**config.mk**
```make
export PLATFORM = sky130hd
export DESIGN_NAME = sar_adc_serial_readout
export DESIGN_NICKNAME = d
export VERILOG_FILES = /design/src/inc/sar_pkg.sv /design/src/rtl/sar_sync.sv /design/src/rtl/sar_adc_serial_readout.sv
export SDC_FILE = /design/constraint.sdc
export NUM_CORES = 1
export LEC_CHECK = 0
export BUFFER_PORTS_ARGS = -buffer_cell sky130_fd_sc_hd__buf_2
export CORE_MARGIN = 10
export CORE_UTILIZATION = 55
export DETAILED_ROUTE_END_ITERATION = 8
export MAX_ROUTING_LAYER = met4
export PLACE_DENSITY = 0.73
export SYNTH_ARGS = -nofsm -noshare
export SYNTH_HDL_FRONTEND = slang
export SYNTH_HIERARCHICAL = 1
export SYNTH_SLANG_ARGS = --single-unit
```
**constraint.sdc**
```tcl
create_clock -name clk_sys -period 2.35 [get_ports clk_sys]
set_input_delay 0.47 -clock clk_sys [delete_from_list [all_inputs] [get_ports clk_sys]]
set_output_delay 0.47 -clock clk_sys [all_outputs]
set_load 0.005 [all_outputs]
```
**src/inc/sar_pkg.sv**
```systemverilog
package sar_pkg;

  // ---------------------------------------------------------------
  // word format
  // ---------------------------------------------------------------
  localparam int RES_BITS = 16;
  localparam int CNT_W = 11;
  localparam int BIT_W = 5;

  // ---------------------------------------------------------------
  // timing figures in ns
  // ---------------------------------------------------------------
  localparam int T_CLK_NS = 10;
  localparam int T_EOC_BUSY_NS = 50;
  localparam int T_CONV_FAST_NS = 3800;
  localparam int T_CONV_SLOW_NS = 7600;
  localparam int T_DCLK_DLY_FAST_NS = 220;
  localparam int T_DCLK_DLY_SLOW_NS = 350;
  localparam int T_DCLK_PER_FAST_NS = 220;
  localparam int T_DCLK_PER_SLOW_NS = 450;
  localparam int T_PREV_FAST_NS = 3500;
  localparam int T_PREV_SLOW_NS = 7500;

  // ---------------------------------------------------------------
  // derived cycle counts (rounded up)
  // ---------------------------------------------------------------
  localparam int EOC_CYC = (T_EOC_BUSY_NS + T_CLK_NS - 1) / T_CLK_NS;
  localparam int CONV_FAST_CYC =
    (T_CONV_FAST_NS + T_CLK_NS - 1) / T_CLK_NS;
  localparam int CONV_SLOW_CYC =
    (T_CONV_SLOW_NS + T_CLK_NS - 1) / T_CLK_NS;
  localparam int DLY_FAST_CYC =
    (T_DCLK_DLY_FAST_NS + T_CLK_NS - 1) / T_CLK_NS;
  localparam int DLY_SLOW_CYC =
    (T_DCLK_DLY_SLOW_NS + T_CLK_NS - 1) / T_CLK_NS;
  localparam int HALF_FAST_CYC =
    (T_DCLK_PER_FAST_NS + 2 * T_CLK_NS - 1) / (2 * T_CLK_NS);
  localparam int HALF_SLOW_CYC =
    (T_DCLK_PER_SLOW_NS + 2 * T_CLK_NS - 1) / (2 * T_CLK_NS);
  localparam int PREV_FAST_CYC =
    (T_PREV_FAST_NS + T_CLK_NS - 1) / T_CLK_NS;
  localparam int PREV_SLOW_CYC =
    (T_PREV_SLOW_NS + T_CLK_NS - 1) / T_CLK_NS;

  // ---------------------------------------------------------------
  // pin carriers
  // ---------------------------------------------------------------
  typedef struct packed {
    logic conv_n;
    logic cs_n;
    logic shift_clk;
    logic ext_clk_sel;
    logic coding_twos;
  } sar_pins_in_type;

  localparam sar_pins_in_type PINS_IDLE = 5'h1C;

  typedef struct packed {
    logic busy_n;
    logic sdata;
    logic shift_clk_o;
    logic shift_clk_oe;
  } sar_pins_out_type;

endpackage : sar_pkg

```
**src/rtl/sar_sync.sv**
```systemverilog
`timescale 1ns/100ps
module sar_sync import sar_pkg::*; #(
  parameter int WIDTH = 1,
  parameter logic [WIDTH-1:0] RST_VAL = '0
) (
  input wire logic clk_sys,
  input wire logic arst_n,
  input wire logic [WIDTH-1:0] d,
  output logic [WIDTH-1:0] q
);

  logic [WIDTH-1:0] meta_ff;
  logic [WIDTH-1:0] q_ff;

  // ---------------------------------------------------------------
  // two-stage synchroniser
  // ---------------------------------------------------------------
  always_ff @(posedge clk_sys or negedge arst_n) begin
    if (!arst_n) begin
      meta_ff <= RST_VAL;
      q_ff <= RST_VAL;
    end else begin
      meta_ff <= d;
      q_ff <= meta_ff;
    end
  end

  assign q = q_ff;

endmodule : sar_sync

```
**src/rtl/sar_adc_serial_readout.sv**
```systemverilog
`timescale 1ns/100ps
module sar_adc_serial_readout import sar_pkg::*; #(
  parameter bit FAST_GRADE = 1'b1
) (
  input wire logic clk_sys,
  input wire logic arst_n,
  input wire sar_pins_in_type pins_i,
  input wire logic [RES_BITS-1:0] core_code,
  output sar_pins_out_type pins_o
);

  localparam int CONV_CYC = FAST_GRADE ? CONV_FAST_CYC : CONV_SLOW_CYC;
  localparam int DLY_CYC = FAST_GRADE ? DLY_FAST_CYC : DLY_SLOW_CYC;
  localparam int HALF_CYC = FAST_GRADE ? HALF_FAST_CYC : HALF_SLOW_CYC;
  localparam int PREV_CYC = FAST_GRADE ? PREV_FAST_CYC : PREV_SLOW_CYC;
  localparam int BUSY_CYC = CONV_CYC + EOC_CYC;

  typedef enum logic [1:0] {ST_IDLE, ST_CONV, ST_TAIL} sar_state_type;

  sar_pins_in_type pins_s;
  sar_state_type state_ff, nxt_state;
  logic [CNT_W-1:0] cnt_ff, nxt_cnt;
  logic [RES_BITS-1:0] sample_ff, nxt_sample;
  logic [RES_BITS-1:0] result_ff, nxt_result;
  logic busy_n_ff, nxt_busy_n;
  logic strobe_q_ff, sclk_q_ff;
  logic nxt_strobe_q, nxt_sclk_q;
  logic start;
  logic eoc;

  logic [RES_BITS-1:0] shift_ff, nxt_shift;
  logic wait_ff, nxt_wait;
  logic irun_ff, nxt_irun;
  logic iclk_ff, nxt_iclk;
  logic [CNT_W-1:0] half_ff, nxt_half;
  logic [BIT_W-1:0] nbit_ff, nxt_nbit;
  logic ext_edge;

  // ---------------------------------------------------------------
  // pin synchronisers
  // ---------------------------------------------------------------
  sar_sync #(.WIDTH($bits(sar_pins_in_type)), .RST_VAL(PINS_IDLE))
    u_sync (
    .clk_sys(clk_sys),
    .arst_n(arst_n),
    .d(pins_i),
    .q(pins_s)
  );

  always_comb begin
    nxt_strobe_q = ~pins_s.conv_n & ~pins_s.cs_n;
    nxt_sclk_q = pins_s.shift_clk;
  end

  // history starts at the synchroniser idle level: no false edge
  always_ff @(posedge clk_sys or negedge arst_n) begin
    if (!arst_n) begin
      strobe_q_ff <= 1'b0;
      sclk_q_ff <= PINS_IDLE.shift_clk;
    end else begin
      strobe_q_ff <= nxt_strobe_q;
      sclk_q_ff <= nxt_sclk_q;
    end
  end

  assign start = (state_ff == ST_IDLE) & ~pins_s.conv_n & ~pins_s.cs_n
    & ~strobe_q_ff;
  assign eoc = (state_ff == ST_CONV) && (cnt_ff == '0);

  // ---------------------------------------------------------------
  // conversion sequencer
  // ---------------------------------------------------------------
  always_comb begin
    nxt_state = state_ff;
    nxt_cnt = cnt_ff;
    nxt_sample = sample_ff;
    nxt_result = result_ff;
    unique case (state_ff)
      ST_IDLE: begin
        if (start) begin
          nxt_state = ST_CONV;
          nxt_cnt = CNT_W'(CONV_CYC - 1);
          nxt_sample = core_code;
        end
      end
      ST_CONV: begin
        if (cnt_ff == '0) begin
          nxt_result = sample_ff;
          nxt_state = ST_TAIL;
          nxt_cnt = CNT_W'(EOC_CYC - 1);
        end else begin
          nxt_cnt = cnt_ff - 1'b1;
        end
      end
      ST_TAIL: begin
        if (cnt_ff == '0) begin
          nxt_state = ST_IDLE;
        end else begin
          nxt_cnt = cnt_ff - 1'b1;
        end
      end
      default: begin
        nxt_state = ST_IDLE;
      end
    endcase
    nxt_busy_n = (nxt_state == ST_IDLE);
  end

  always_ff @(posedge clk_sys or negedge arst_n) begin
    if (!arst_n) begin
      state_ff <= ST_IDLE;
      cnt_ff <= '0;
      sample_ff <= '0;
      result_ff <= '0;
      busy_n_ff <= 1'b1;
    end else begin
      state_ff <= nxt_state;
      cnt_ff <= nxt_cnt;
      sample_ff <= nxt_sample;
      result_ff <= nxt_result;
      busy_n_ff <= nxt_busy_n;
    end
  end

  // ---------------------------------------------------------------
  // serial shifter, internal or external clock
  // ---------------------------------------------------------------
  assign ext_edge = pins_s.ext_clk_sel & ~pins_s.cs_n & pins_s.shift_clk
    & ~sclk_q_ff;

  always_comb begin
    nxt_shift = shift_ff;
    nxt_wait = wait_ff;
    nxt_irun = irun_ff;
    nxt_iclk = iclk_ff;
    nxt_half = half_ff;
    nxt_nbit = nbit_ff;
    if (start) begin
      // old word goes out while converting
      nxt_shift = {result_ff[RES_BITS-1] ^ pins_s.coding_twos,
                   result_ff[RES_BITS-2:0]};
      nxt_wait = ~pins_s.ext_clk_sel;
      nxt_irun = 1'b0;
      nxt_iclk = 1'b0;
      nxt_half = CNT_W'(DLY_CYC - 1);
    end else if (eoc) begin
      // new word ready for an external read after busy
      nxt_shift = {sample_ff[RES_BITS-1] ^ pins_s.coding_twos,
                   sample_ff[RES_BITS-2:0]};
    end else if (wait_ff) begin
      if (half_ff == '0) begin
        nxt_wait = 1'b0;
        nxt_irun = 1'b1;
        nxt_iclk = 1'b1;
        nxt_half = CNT_W'(HALF_CYC - 1);
        nxt_nbit = BIT_W'(RES_BITS - 1);
      end else begin
        nxt_half = half_ff - 1'b1;
      end
    end else if (irun_ff) begin
      if (half_ff != '0) begin
        nxt_half = half_ff - 1'b1;
      end else if (iclk_ff) begin
        nxt_iclk = 1'b0;
        nxt_shift = {shift_ff[RES_BITS-2:0], 1'b0};
        nxt_half = CNT_W'(HALF_CYC - 1);
        if (nbit_ff == '0) begin
          nxt_irun = 1'b0;
        end else begin
          nxt_nbit = nbit_ff - 1'b1;
        end
      end else begin
        nxt_iclk = 1'b1;
        nxt_half = CNT_W'(HALF_CYC - 1);
      end
    end else if (ext_edge) begin
      // rising host edge samples, then the next bit follows
      nxt_shift = {shift_ff[RES_BITS-2:0], 1'b0};
    end
  end

  always_ff @(posedge clk_sys or negedge arst_n) begin
    if (!arst_n) begin
      shift_ff <= '0;
      wait_ff <= 1'b0;
      irun_ff <= 1'b0;
      iclk_ff <= 1'b0;
      half_ff <= '0;
      nbit_ff <= '0;
    end else begin
      shift_ff <= nxt_shift;
      wait_ff <= nxt_wait;
      irun_ff <= nxt_irun;
      iclk_ff <= nxt_iclk;
      half_ff <= nxt_half;
      nbit_ff <= nxt_nbit;
    end
  end

  always_comb begin
    pins_o.busy_n = busy_n_ff;
    pins_o.sdata = shift_ff[RES_BITS-1];
    pins_o.shift_clk_o = iclk_ff;
    // pin driven through the start delay and while the internal clock runs
    pins_o.shift_clk_oe = wait_ff | irun_ff;
  end

  // ---------------------------------------------------------------
  // checks
  // ---------------------------------------------------------------
  logic [CNT_W-1:0] low_len_ff;
  logic [CNT_W-1:0] since_ff;
  logic [BIT_W-1:0] rises_ff;
  logic [CNT_W-1:0] nxt_low_len, nxt_since;
  logic [BIT_W-1:0] nxt_rises;

  always_comb begin
    nxt_low_len = busy_n_ff ? '0 : low_len_ff + 1'b1;
    nxt_since = start ? '0 :
      (since_ff == '1 ? since_ff : since_ff + 1'b1);
    nxt_rises = start ? '0 :
      ((nxt_iclk & ~iclk_ff) ? rises_ff + 1'b1 : rises_ff);
  end

  always_ff @(posedge clk_sys or negedge arst_n) begin
    if (!arst_n) begin
      low_len_ff <= '0;
      since_ff <= '0;
      rises_ff <= '0;
    end else begin
      low_len_ff <= nxt_low_len;
      since_ff <= nxt_since;
      rises_ff <= nxt_rises;
    end
  end
endmodule : sar_adc_serial_readout

```
==> key figures <==
Status
  – Status: finished, final reports clean

Route
  – Routed wire per std cell: approximately 14 µm
  – Post-DRT Antenna Nets: 0
  – WL met1: slightly below 4000 µm
  – Via-to-Cell Ratio: approximately 5.6
  – Met3 wire length: 339 µm
  – Top Layer Used: met4
  – Via count: ~3400
  – # DRC: 0
  – Initial DRC count: 178
  – Initial DRT Pass Iterations: 4
  – Drt total wl: around 8600 µm
  – DR WL met2: approximately 4200 µm

Global route
  – Antenna violations before repair: 0
  – Vias in the first global route: ~3300
  – Largest net degree at the start of global routing: 72
  – First-pass GRT wire length: 15200 µm
  – GRT Residual Overflow: 0
  – Total global-route track usage: 0.158

STA
  – Achievable Freq: between 400 and 500 MHz
  – Number of slew-limit violations in the final report: 0
  – Final Setup Violations: 0
  – Slew margin rel.: 0.546
  – Unrepaired setup endpoints after global routing: no
  – Fin crit share: 0.937
  – Worst Skew: approximately 0.014 ns
  – Period minus WS final: 2.20 ns
  – Final hold violation count: 0
  – Worst-Margin Slew: about 0.68 ns
  – Setup TNS: 0 ns

Layout
  – Finished Layout Cells: 600
  – Layout area overhead: 11.6%
  – Total Nets Final: about 530
  – Diodes inserted: 0
  – Fraction of final layout cells sized beyond drive strength 1: 0.147

Worst setup path
  – Critical path type: reg2reg
  – Max stage delay on crit path: approximately 0.54 ns
  – Arr. time, crit path: around 2.5 ns
  – Ordered list of cells on the worst path: inv_1 -> ha_1 -> nor4bb_1 -> nand4_1 -> buf_12 -> nand3_1 -> or4_1 -> a21oi_1
  – Crit. End Element: flip-flop
  – Buffer and inverter count on the worst path: 2
  – WP data required: about 2.6 ns
  – Worst-path fanout max: 35
  – Crit-path slowest cell: or4_1
  – Top delay family on crit path: simple AND/OR/NAND/NOR gates
  – Startpoint type of the worst setup path: flip-flop

Clock network
  – CTS buffer count: 9
  – Post-CTS resize count: 0
  – Max Root-Sink Buffers: 2
  – Worst-path clk slew: approximately 0.090 ns
  – Setup Buffers After CTS: 0
  – Clock Tree Root: clkbuf_8
  – Clk_lat worst skew: 0.35 ns
  – Hold_buf cts: 0
  – TritonCTS clock tree: done
  – H-tree depth: 3
  – CTS sink cnt: 93

Floorplan
  – Die W: ~110 µm
  – CORE AREA: 7810 µm²
  – Starting Density: 0.571
  – Die area: 12100 µm²
  – Die height: ~110 µm
  – Core Rows: 32
  – IO Count: 27

Yosys
  – Syn avg cell area: between 9 and 10 µm²
  – Post-synth EDFFs: 0
  – Main synth FF type: dfrtp_1
  – Sequential element share of the synthesized area: 0.524
  – Mapped Area: approximately 4500 µm²
  – Register bit total from synthesis: between 90 and 100
  – Synth unique cells: between 50 and 60
  – Fraction of registers with async set/reset: 1.00
  – Net count after synthesis: 503
  – Synth Instances: between 400 and 500
  – Yosys warning count: 6

Pwr
  – Leak: 0.00230 µW
  – PD cells: 604 nW/µm²
  – Worst VDD drop: ~0.40 mV

Run
  – Max-cap violations: 0

Placed design
  – Post-DP HPWL: ~6000 µm
  – Cell count after placement: approximately 580
  – Port bufs: 26
  – RD Place Congestion: ~0.85

Worst hold path
  – HP Class: in2async
-- layout by cell type, fill, tap and decap left out, drive strengths merged, types with 6 or more instances in the layout --
master	Yosys	final
nand2	118	118
dfrtp	85	85
buf	12	38
a21oi	35	35
o21ai	25	25
nor2	18	18
or3	18	18
mux2i	16	16
inv	12	13
nand3	13	13
clkbuf	14	11
nor4	11	11
nor3	11	11
ha	10	10
dfstp	8	8
or4	7	7
nand4	6	6
-- cell type report --
cell class | count | area (µm²)
clock buffers | 11 | 151
clock inverters | 5 | 104
fillers | 669 | 2830
inverters | 12 | 45.0
multi-input cells | 339 | 1950
flip-flops and latches | 93 | 2340
well taps | 102 | 128
repair buffers | 38 | 264
-- final timing paths --
check                      depth (start not counted)              start  slack, ns           endpoint
max                                                8        state_ff[1]       0.15         half_ff[7]
min                                                1             arst_n     0.0009       result_ff[7]
max reg2reg                                        8        state_ff[1]       0.15         half_ff[7]
min reg2reg                                        0  u_sync/meta_ff[1]       0.36        u_sync/q[1]
max in group asynchronous                          2             arst_n       1.63        u_sync/q[3]
min in group clk_sys                               1          pins_i[4]       0.21  u_sync/meta_ff[4]
-- flip-flops by register name (all words and copies together) (netlist names), 2 cells and up --
signal / count
cnt_ff: 11
half_ff: 11
nbit_ff: 5
result_ff: 16
sample_ff: 16
shift_ff: 16
state_ff: 2
u_sync/meta_ff: 5
u_sync/q: 5
-- report_power, final --
group	internal [µW]	switching, µW
sequential	1630	15.7
combinational	23.8	41.7
clock	767	531
-- synthesized netlist by cell type (2+ instances only) --
| cell | instances | area share |
|---|---|---|
| a21oi_1 | 34 | 0.038 |
| nor3_1 | 7 | 0.0079 |
| o21ai_1 | 4 | 0.0045 |
| nand2_1 | 118 | 0.099 |
| dfstp_2 | 8 | 0.047 |
| and3_1 | 2 | 0.0028 |
| a31oi_1 | 3 | 0.0042 |
| o21ai_0 | 21 | 0.024 |
| nor4_1 | 9 | 0.013 |
| nor2_1 | 18 | 0.015 |
| o22a_1 | 2 | 0.0039 |
| dfrtp_1 | 85 | 0.48 |
| nor2b_1 | 3 | 0.0042 |
| ha_1 | 10 | 0.028 |
| xor2_1 | 3 | 0.0059 |
| a211oi_1 | 2 | 0.0034 |
| or4_1 | 7 | 0.012 |
| o41ai_1 | 2 | 0.0039 |
| nand3_1 | 12 | 0.013 |
| or3b_1 | 2 | 0.0039 |
| buf_2 | 8 | 0.0090 |
| nand2b_1 | 2 | 0.0028 |
| or4b_1 | 2 | 0.0045 |
| o211ai_1 | 3 | 0.0051 |
| mux2i_1 | 16 | 0.036 |
| inv_1 | 12 | 0.010 |
| clkbuf_1 | 14 | 0.012 |
| nand4_1 | 6 | 0.0084 |
| o311ai_0 | 2 | 0.0039 |
| buf_4 | 3 | 0.0051 |
| o21a_1 | 2 | 0.0034 |
| nor3_2 | 4 | 0.0090 |
| and4_1 | 2 | 0.0039 |
| and2_1 | 3 | 0.0042 |
| nor4b_1 | 2 | 0.0039 |
| or3_1 | 18 | 0.025 |
-- cells by family after synthesis --
kind of cell,synth area share
AO/OA/AOI/OAI,0.113
XOR/XNOR,0.00786
adder cells (fa/ha/maj),0.0281
buffers and inverters,0.0393
flip-flops,0.524
multiplexers,0.0359
AND/OR/NAND/NOR,0.251
-- metrics by stage --
| step | setup WS [ns] | hold WS [ns] | instance area, µm² | util | power (µW) |
|---|---|---|---|---|---|
| after floorplan | 0.342 | 0.174 | 4460 | - | 1680 |
| after global placement | 0.251 | 0.335 | 4720 | 0.604 | 1740 |
| after detailed placement | 0.134 | 0.341 | 4720 | 0.604 | 1740 |
| after CTS | 0.127 | 0.000866 | 4970 | 0.637 | 3050 |
| after global routing | 0.0182 | 0.0126 | 4980 | 0.638 | 3120 |
| final | 0.148 | 0.000853 | 4980 | 0.638 | 3010 |
-- metal layers --
layer  global-route usage  vias up
met1                0.196     1618
met3               0.0261       10
met2                0.254       45
met5                    -        -
li1                     -     1690
met4               0.0604        0
Note: power is estimated with default switching activity, not from simulation.
